[src/hw/hwdt_pkg.sv]
// constants shared by the hardware watchdog design files
// assumes one system clock at the rate below and an 8-bit special function bus
package hwdt_pkg;
	localparam int unsigned HWDT_CLK_PERIOD_NS = 8;
	localparam int unsigned HWDT_COUNT_W = 14;
	localparam logic [13:0] HWDT_COUNT_RESET = 14'h0000;
	localparam logic [13:0] HWDT_COUNT_LAST = 14'h3fff;
	localparam int unsigned HWDT_PERIPH_DIV = 12;
	localparam logic [3:0] HWDT_PHASE_RESET = 4'h0;
	localparam logic [3:0] HWDT_PHASE_LAST = 4'(HWDT_PERIPH_DIV - 1);
	localparam logic [7:0] HWDT_RESTART_ADDR = 8'ha6;
	localparam logic [7:0] HWDT_UNLOCK_FIRST = 8'h1e;
	localparam logic [7:0] HWDT_UNLOCK_SECOND = 8'he1;
	localparam logic [7:0] HWDT_READ_VALUE = 8'hff;
	localparam logic [7:0] HWDT_RDATA_RESET = 8'h00;
	// least length of the internal reset pulse raised on overflow
	localparam int unsigned HWDT_INT_RESET_NS = 200;
	localparam int unsigned HWDT_INT_RESET_CYC =
		(HWDT_INT_RESET_NS + HWDT_CLK_PERIOD_NS - 1) / HWDT_CLK_PERIOD_NS;
	localparam logic [7:0] HWDT_INT_RESET_CYC_W = 8'(HWDT_INT_RESET_CYC);
	typedef enum logic [0:0] {HWDT_PWR_RUN, HWDT_PWR_DOWN} hwdt_pwr_t;
endpackage

[src/hw/hwdt_prescale.sv]
// peripheral cycle generator: one tick every twelve system clocks
// assumes run is low while the phase clocks are stopped
`timescale 1ns/1ns
module hwdt_prescale
	import hwdt_pkg::*;
(
	input wire logic clk_sys, // system clock
	input wire logic rst_n, // asynchronous reset, active low
	input wire logic soft_clear, // synchronous clear from internal reset
	input wire logic run, // phase clocks running
	output logic tick // one-cycle peripheral cycle pulse
);
	logic [3:0] phase;

	always_ff @(posedge clk_sys or negedge rst_n) begin
		if (!rst_n) begin
			phase <= HWDT_PHASE_RESET;
		end else if (soft_clear) begin
			phase <= HWDT_PHASE_RESET;
		end else if (run) begin
			if (phase == HWDT_PHASE_LAST) begin
				phase <= HWDT_PHASE_RESET;
			end else begin
				phase <= phase + 4'h1;
			end
		end
	end

	// phase is held in powerdown, so the partial peripheral cycle resumes too
	assign tick = run && (phase == HWDT_PHASE_LAST);
endmodule

[src/hw/hwdt_unlock.sv]
// two-byte restart sequence detector for the restart register
// assumes wr is a one-cycle strobe already decoded to the restart address
`timescale 1ns/1ns
module hwdt_unlock
	import hwdt_pkg::*;
(
	input wire logic clk_sys, // system clock
	input wire logic rst_n, // asynchronous reset, active low
	input wire logic soft_clear, // synchronous clear from internal reset
	input wire logic wr, // write to restart register
	input wire logic [7:0] wdata, // written byte
	output logic restart // one-cycle restart pulse
);
	logic armed;

	always_ff @(posedge clk_sys or negedge rst_n) begin
		if (!rst_n) begin
			armed <= 1'b0;
		end else if (soft_clear) begin
			armed <= 1'b0;
		end else if (wr) begin
			// any byte other than the first one abandons a partial sequence
			armed <= (wdata == HWDT_UNLOCK_FIRST);
		end
	end

	assign restart = wr && armed && (wdata == HWDT_UNLOCK_SECOND);
endmodule

[src/hw/hwdt_top.sv]
// hardware watchdog: restart register on the special function bus,
// 14-bit peripheral cycle counter, internal reset on overflow, power modes
// assumes the sfr strobes are synchronous to clk_sys and last one cycle;
// the external interrupt pins are asynchronous and active low
`timescale 1ns/1ns
module hwdt_top
	import hwdt_pkg::*;
#(
	parameter int unsigned INT_RESET_CYCLES = HWDT_INT_RESET_CYC,
	parameter int unsigned COUNT_W = HWDT_COUNT_W // at most 14; narrower only for short runs
)
(
	input wire logic clk_sys, // system clock, 125 MHz
	input wire logic rst_n, // external device reset, asynchronous, active low
	input wire logic [7:0] sfr_addr, // special function address
	input wire logic sfr_wr, // one-cycle write strobe
	input wire logic sfr_rd, // one-cycle read strobe
	input wire logic [7:0] sfr_wdata, // write data
	output logic [7:0] sfr_rdata, // read data, valid the cycle after sfr_rd
	output logic sfr_rhit, // read answered by this block, one cycle
	input wire logic idle_mode, // device in idle mode
	input wire logic powerdown_enter, // one-cycle request to enter powerdown
	input wire logic external_interrupt_zero_n, // wake pin 0, active low
	input wire logic external_interrupt_one_n, // wake pin 1, active low
	output logic powerdown_active, // phase clocks stopped
	output logic wake_pulse, // one-cycle pulse when an interrupt ends powerdown
	output logic internal_reset_n, // internal device reset, active low
	output logic watchdog_overflow, // one-cycle overflow pulse
	output logic watchdog_enabled, // watchdog counting state
	output logic watchdog_caused_reset // sticky until external reset
);
	hwdt_pwr_t pwr_state;
	hwdt_pwr_t next_pwr_state;
	localparam logic [COUNT_W-1:0] COUNT_ZERO = COUNT_W'(HWDT_COUNT_RESET);
	localparam logic [COUNT_W-1:0] COUNT_LAST = COUNT_W'(HWDT_COUNT_LAST);
	logic [COUNT_W-1:0] hardware_watchdog_counter;
	logic [7:0] reset_cnt;
	logic int_reset;
	logic tick;
	logic restart;
	logic restart_wr;
	logic external_interrupt_zero_meta;
	logic external_interrupt_zero_sync;
	logic external_interrupt_one_meta;
	logic external_interrupt_one_sync;
	logic wake;
	logic run;
	logic overflow;

	function automatic logic hit_restart(input logic [7:0] addr);
		hit_restart = (addr == HWDT_RESTART_ADDR);
	endfunction

	// pins are asynchronous: two flops before anything looks at them
	always_ff @(posedge clk_sys or negedge rst_n) begin
		if (!rst_n) begin
			external_interrupt_zero_meta <= 1'b1;
			external_interrupt_zero_sync <= 1'b1;
			external_interrupt_one_meta <= 1'b1;
			external_interrupt_one_sync <= 1'b1;
		end else begin
			external_interrupt_zero_meta <= external_interrupt_zero_n;
			external_interrupt_zero_sync <= external_interrupt_zero_meta;
			external_interrupt_one_meta <= external_interrupt_one_n;
			external_interrupt_one_sync <= external_interrupt_one_meta;
		end
	end

	assign wake = !external_interrupt_zero_sync || !external_interrupt_one_sync;

	always_comb begin
		next_pwr_state = pwr_state;
		case (pwr_state)
			HWDT_PWR_RUN: begin
				if (powerdown_enter) begin
					next_pwr_state = HWDT_PWR_DOWN;
				end
			end
			HWDT_PWR_DOWN: begin
				if (wake) begin
					next_pwr_state = HWDT_PWR_RUN;
				end
			end
			default: begin
				next_pwr_state = HWDT_PWR_RUN;
			end
		endcase
	end

	// a reset of either kind ends powerdown back in the run state
	always_ff @(posedge clk_sys or negedge rst_n) begin
		if (!rst_n) begin
			pwr_state <= HWDT_PWR_RUN;
		end else if (int_reset) begin
			pwr_state <= HWDT_PWR_RUN;
		end else begin
			pwr_state <= next_pwr_state;
		end
	end

	assign powerdown_active = (pwr_state == HWDT_PWR_DOWN);
	assign wake_pulse = (pwr_state == HWDT_PWR_DOWN) && wake;
	// idle leaves the phase clocks running, so it does not appear here
	assign run = (pwr_state == HWDT_PWR_RUN);

	assign restart_wr = sfr_wr && hit_restart(sfr_addr);

	hwdt_prescale u_prescale (
		.clk_sys(clk_sys),
		.rst_n(rst_n),
		.soft_clear(int_reset),
		.run(run),
		.tick(tick)
	);

	hwdt_unlock u_unlock (
		.clk_sys(clk_sys),
		.rst_n(rst_n),
		.soft_clear(int_reset),
		.wr(restart_wr),
		.wdata(sfr_wdata),
		.restart(restart)
	);

	assign overflow = watchdog_enabled && tick
		&& (hardware_watchdog_counter == COUNT_LAST);

	// the count has no load path from the bus; restart, overflow and the internal reset clear it
	always_ff @(posedge clk_sys or negedge rst_n) begin
		if (!rst_n) begin
			hardware_watchdog_counter <= COUNT_ZERO;
		end else if (int_reset || overflow) begin
			hardware_watchdog_counter <= COUNT_ZERO;
		end else if (restart) begin
			hardware_watchdog_counter <= COUNT_ZERO;
		end else if (watchdog_enabled && tick) begin
			hardware_watchdog_counter <= hardware_watchdog_counter + COUNT_W'(1);
		end
	end

	always_ff @(posedge clk_sys or negedge rst_n) begin
		if (!rst_n) begin
			watchdog_enabled <= 1'b0;
		end else if (int_reset || overflow) begin
			// dropped at once, so the overflow pulse never shows a counting watchdog
			watchdog_enabled <= 1'b0;
		end else if (restart) begin
			watchdog_enabled <= 1'b1;
		end
	end

	always_ff @(posedge clk_sys or negedge rst_n) begin
		if (!rst_n) begin
			watchdog_overflow <= 1'b0;
		end else begin
			watchdog_overflow <= overflow;
		end
	end

	// stretched so that every block on the internal reset sees it cleanly;
	// only internal_reset_n leaves the block, the reset pin is never driven
	always_ff @(posedge clk_sys or negedge rst_n) begin
		if (!rst_n) begin
			reset_cnt <= 8'h00;
		end else if (overflow) begin
			reset_cnt <= 8'(INT_RESET_CYCLES);
		end else if (reset_cnt != 8'h00) begin
			reset_cnt <= reset_cnt - 8'h01;
		end
	end

	assign int_reset = (reset_cnt != 8'h00);

	always_ff @(posedge clk_sys or negedge rst_n) begin
		if (!rst_n) begin
			internal_reset_n <= 1'b0;
		end else begin
			internal_reset_n <= !overflow && !int_reset;
		end
	end

	always_ff @(posedge clk_sys or negedge rst_n) begin
		if (!rst_n) begin
			watchdog_caused_reset <= 1'b0;
		end else if (overflow) begin
			watchdog_caused_reset <= 1'b1;
		end
	end

	// reads of the restart address are answered with a constant and touch nothing
	always_ff @(posedge clk_sys or negedge rst_n) begin
		if (!rst_n) begin
			sfr_rdata <= HWDT_RDATA_RESET;
			sfr_rhit <= 1'b0;
		end else if (sfr_rd && hit_restart(sfr_addr)) begin
			sfr_rdata <= HWDT_READ_VALUE;
			sfr_rhit <= 1'b1;
		end else begin
			sfr_rdata <= HWDT_RDATA_RESET;
			sfr_rhit <= 1'b0;
		end
	end
endmodule

[config.mk]
export PLATFORM = sky130hd
export DESIGN_NAME = hwdt_top
export DESIGN_NICKNAME = d
export VERILOG_FILES = /design/src/hw/hwdt_pkg.sv /design/src/hw/hwdt_prescale.sv /design/src/hw/hwdt_unlock.sv /design/src/hw/hwdt_top.sv
export SDC_FILE = /design/constraint.sdc
export NUM_CORES = 1
export LEC_CHECK = 0
export ABC_AREA = 1
export BUFFER_PORTS_ARGS = -buffer_cell sky130_fd_sc_hd__buf_2
export CAP_MARGIN = 40
export CORE_MARGIN = 2
export CORE_UTILIZATION = 40
export DETAILED_ROUTE_END_ITERATION = 12
export MAX_ROUTING_LAYER = met4
export SLEW_MARGIN = 15
export SYNTH_ARGS = -nofsm -noshare
export SYNTH_HDL_FRONTEND = slang
export SYNTH_SLANG_ARGS = --single-unit
[constraint.sdc]
create_clock -name clk_sys -period 4.4 [get_ports clk_sys]
set_clock_uncertainty 0.1 [all_clocks]
set_input_delay 0.44 -clock clk_sys [delete_from_list [all_inputs] [get_ports clk_sys]]
set_output_delay 0.44 -clock clk_sys [all_outputs]
set_load 0.02 [all_outputs]
==> metrics.txt <==
Clock power frac 35.4%; vias post-DR 1839; NetSw 0.196 mW; post-cts sizing count 0; worst hold stages 1; HPWL Detailed 3220 µm; TritonCTS clock tree built; HP Class in -> reg; total CTS buffers 5; Avg WL per Cell 11.0 µm; Worst Setup Start Kind flop; final hold vios 0; DRT iter0 DRCs 47; CP Capture Type flop; Clock transition at path regs 0.08 ns; Starting Density 41.0%; outcome complete, no violations; maximum buffer depth of the clock tree 2; Switching Share 26.5%; # diodes 0; first-pass GRT wire length 7600 µm; Reg power frac 51.9%; Reg-to-Reg End hardware_watchdog_counter[10]; gpl congestion 0.842; IO Count 39; synth warn 0; post-synthesis sequential area ratio 41.8%; filler cell count 561; Period minus WS final 2.04 ns; pwr/cell area 290 nW/µm²; FMAX 489 MHz; critical path's largest stage delay 0.42 ns; via density per instance 4.59; max capacitance violation total 0; LEAKAGE 1.41 nW; Synth Register Bits 37; initial antenna violation count 0; Slew HR 67.8%; Worst EP required 4.52 ns; hold path startpoint external_interrupt_zero_n; RSZ-0062 raised after global routing false; antenna-violating nets left 0; CP max-delay cell dfrtp_1; most frequent cells in the layout 64 x nand2_1, 40 x inv_1, 37 x buf_2; area delta synth->final 14.6%; die height 78.7 µm; VDD IR max 0.000138 V; Slew Limit Fails 0; internal power 0.545 mW; die area 6190 µm²; GR Layer Usage met2 25.6%; Syn Area/Cell 7.64 µm²; Nets 355; First-pass DRT Iterations 4; critical path data arrival time 2.16 ns; Most Frequent Cell on Critical Path nor2_1; final wirelength 4410 µm; port bufs 37; layout cells sized above 1 24.6%; DRC viols 0; CP cell instances ha_1, nand2_1, nor2_2, nand2_4, inv_4, nor2_1, buf_4, nor2_1, nor2_1; CTS Sinks 37; CP Class reg -> reg; Final setup violation count 0; insertion delay to the later sink of the worst-skew pair 0.29 ns; largest registers hardware_watchdog_counter (14), reset_cnt (8), u_prescale.phase (4); Biggest register hardware_watchdog_counter; reg2reg start u_prescale.phase[0]; Core ar. 5440 µm²; crit path max fanout 9; Post-Synthesis Cells 292; Hold EP external_interrupt_zero_meta; Mapped Nets 319; Final Cycle Share 46.5%; internal reg-to-reg setup slack 2.36 ns; Combinational Power Share 12.8%; max reg flops 14; fin util 47.0%; r2r worst-path depth 9; Synth cell types 30; most common cell after layout, fill and taps aside nand2_1; vias in the first global route 1654; GRT Resource Usage Total 16.4%; Clock Tree Root clkbuf_8; met3 usage 4.14%; num rows 27; Tightest Pin Transition 0.481 ns; setup tns final 0 ns; Die Width 78.7 µm; GR Util met1 20.5%; grt total ovfl 0; most crowded layer after global routing met2; CTS H-tree lvls 2; largest net degree at the start of global routing 29; Post-Syn Area 2230 µm²; postcts setup bufs 0
==> metal layers <==
metal | up-vias | wire [µm]
li1 | 984 | -
met1 | 827 | 2040
met2 | 23 | 2180
met3 | 5 | 117
met4 | 0 | 63
met5 | - | 0
==> worst max-delay path by stage <==
stage,startpoint,end,slack [ns],depth (start not counted)
floorplan,u_prescale.phase[0],hardware_watchdog_counter[2],2.74,11
global route,u_prescale.phase[0],hardware_watchdog_counter[10],2.15,9
global placement,u_prescale.phase[0],hardware_watchdog_counter[13],2.18,8
detailed placement,u_prescale.phase[0],hardware_watchdog_counter[1],2.36,9
finish,u_prescale.phase[0],hardware_watchdog_counter[10],2.36,9
CTS,u_prescale.phase[0],hardware_watchdog_counter[10],2.35,9
==> metrics by stage <==
step / hold WS (ns) / setup WS (ns) / total power, mW / instance area [µm²] / instances
after global routing: 0.129 / 2.15 / 0.793 / 2560 / 401
after floorplan: 0.0444 / 2.74 / 0.449 / 2230 / 292
after CTS: 0.136 / 2.35 / 0.752 / 2560 / 401
final: 0.146 / 2.36 / 0.741 / 2560 / 401
after detailed placement: 0.235 / 2.36 / 0.486 / 2440 / 392
after global placement: 0.245 / 2.18 / 0.482 / 2420 / 390
==> cells in the mapped netlist (all sizes together) <==
master	n	area share, %
nand2	80	17
nor2	44	9.4
inv	42	7.3
dfrtp	33	37
nand3	30	7.0
buf	11	3.9
a21oi	10	2.2
nor3	10	2.7
o21ai	8	1.8
dfstp	4	4.7
nand4	4	1.1
xor2	4	1.6
ha	3	1.7
o21bai	2	0.67
or2	2	0.56
a31oi	1	0.28
nand3b	1	0.34
nor4	1	0.28
o211a	1	0.45
o211ai	1	0.34
==> kinds of logic after synthesis <==
family          synth area share (%)
buf+inv                         11.2
simple gates                    38.0
compound gates                  5.78
xor+xnor                        1.57
fa+ha+maj                       1.68
flops                           41.8
==> what timing repair did <==
item	CTS	global route
endpoints found under the hold margin	9	0
endpoints found under the setup margin	0	0
hold buffers	1	0
==> critical path: cells and delay by family, from the launching register on <==
family | cells | cell delay (ns)
fa+ha+maj | 1 | 0.23
buf+inv | 2 | 0.34
simple gates | 6 | 0.89
flops | 1 | 0.42
==> power groups by stage <==
stage | logic [mW] | clock network (mW) | registers (mW)
floorplan | 0.0599 | 0 | 0.389
global placement | 0.0913 | 0 | 0.391
detailed placement | 0.0949 | 0 | 0.391
CTS | 0.0964 | 0.271 | 0.385
global route | 0.111 | 0.292 | 0.389
finish | 0.0946 | 0.262 | 0.384
==> cell type report <==
class / count / area, µm² / share of cell area (%)
multi-input cells: 202 / 1050 / 41.0
well taps: 72 / 90.1 / 3.52
flip-flops and latches: 37 / 931 / 36.4
clock buffers: 7 / 96.3 / 3.77
clock inverters: 1 / 5.00 / 0.196
repair buffers: 40 / 223 / 8.71
inverters: 42 / 163 / 6.36
Note: power is estimated with default switching activity, not from simulation.
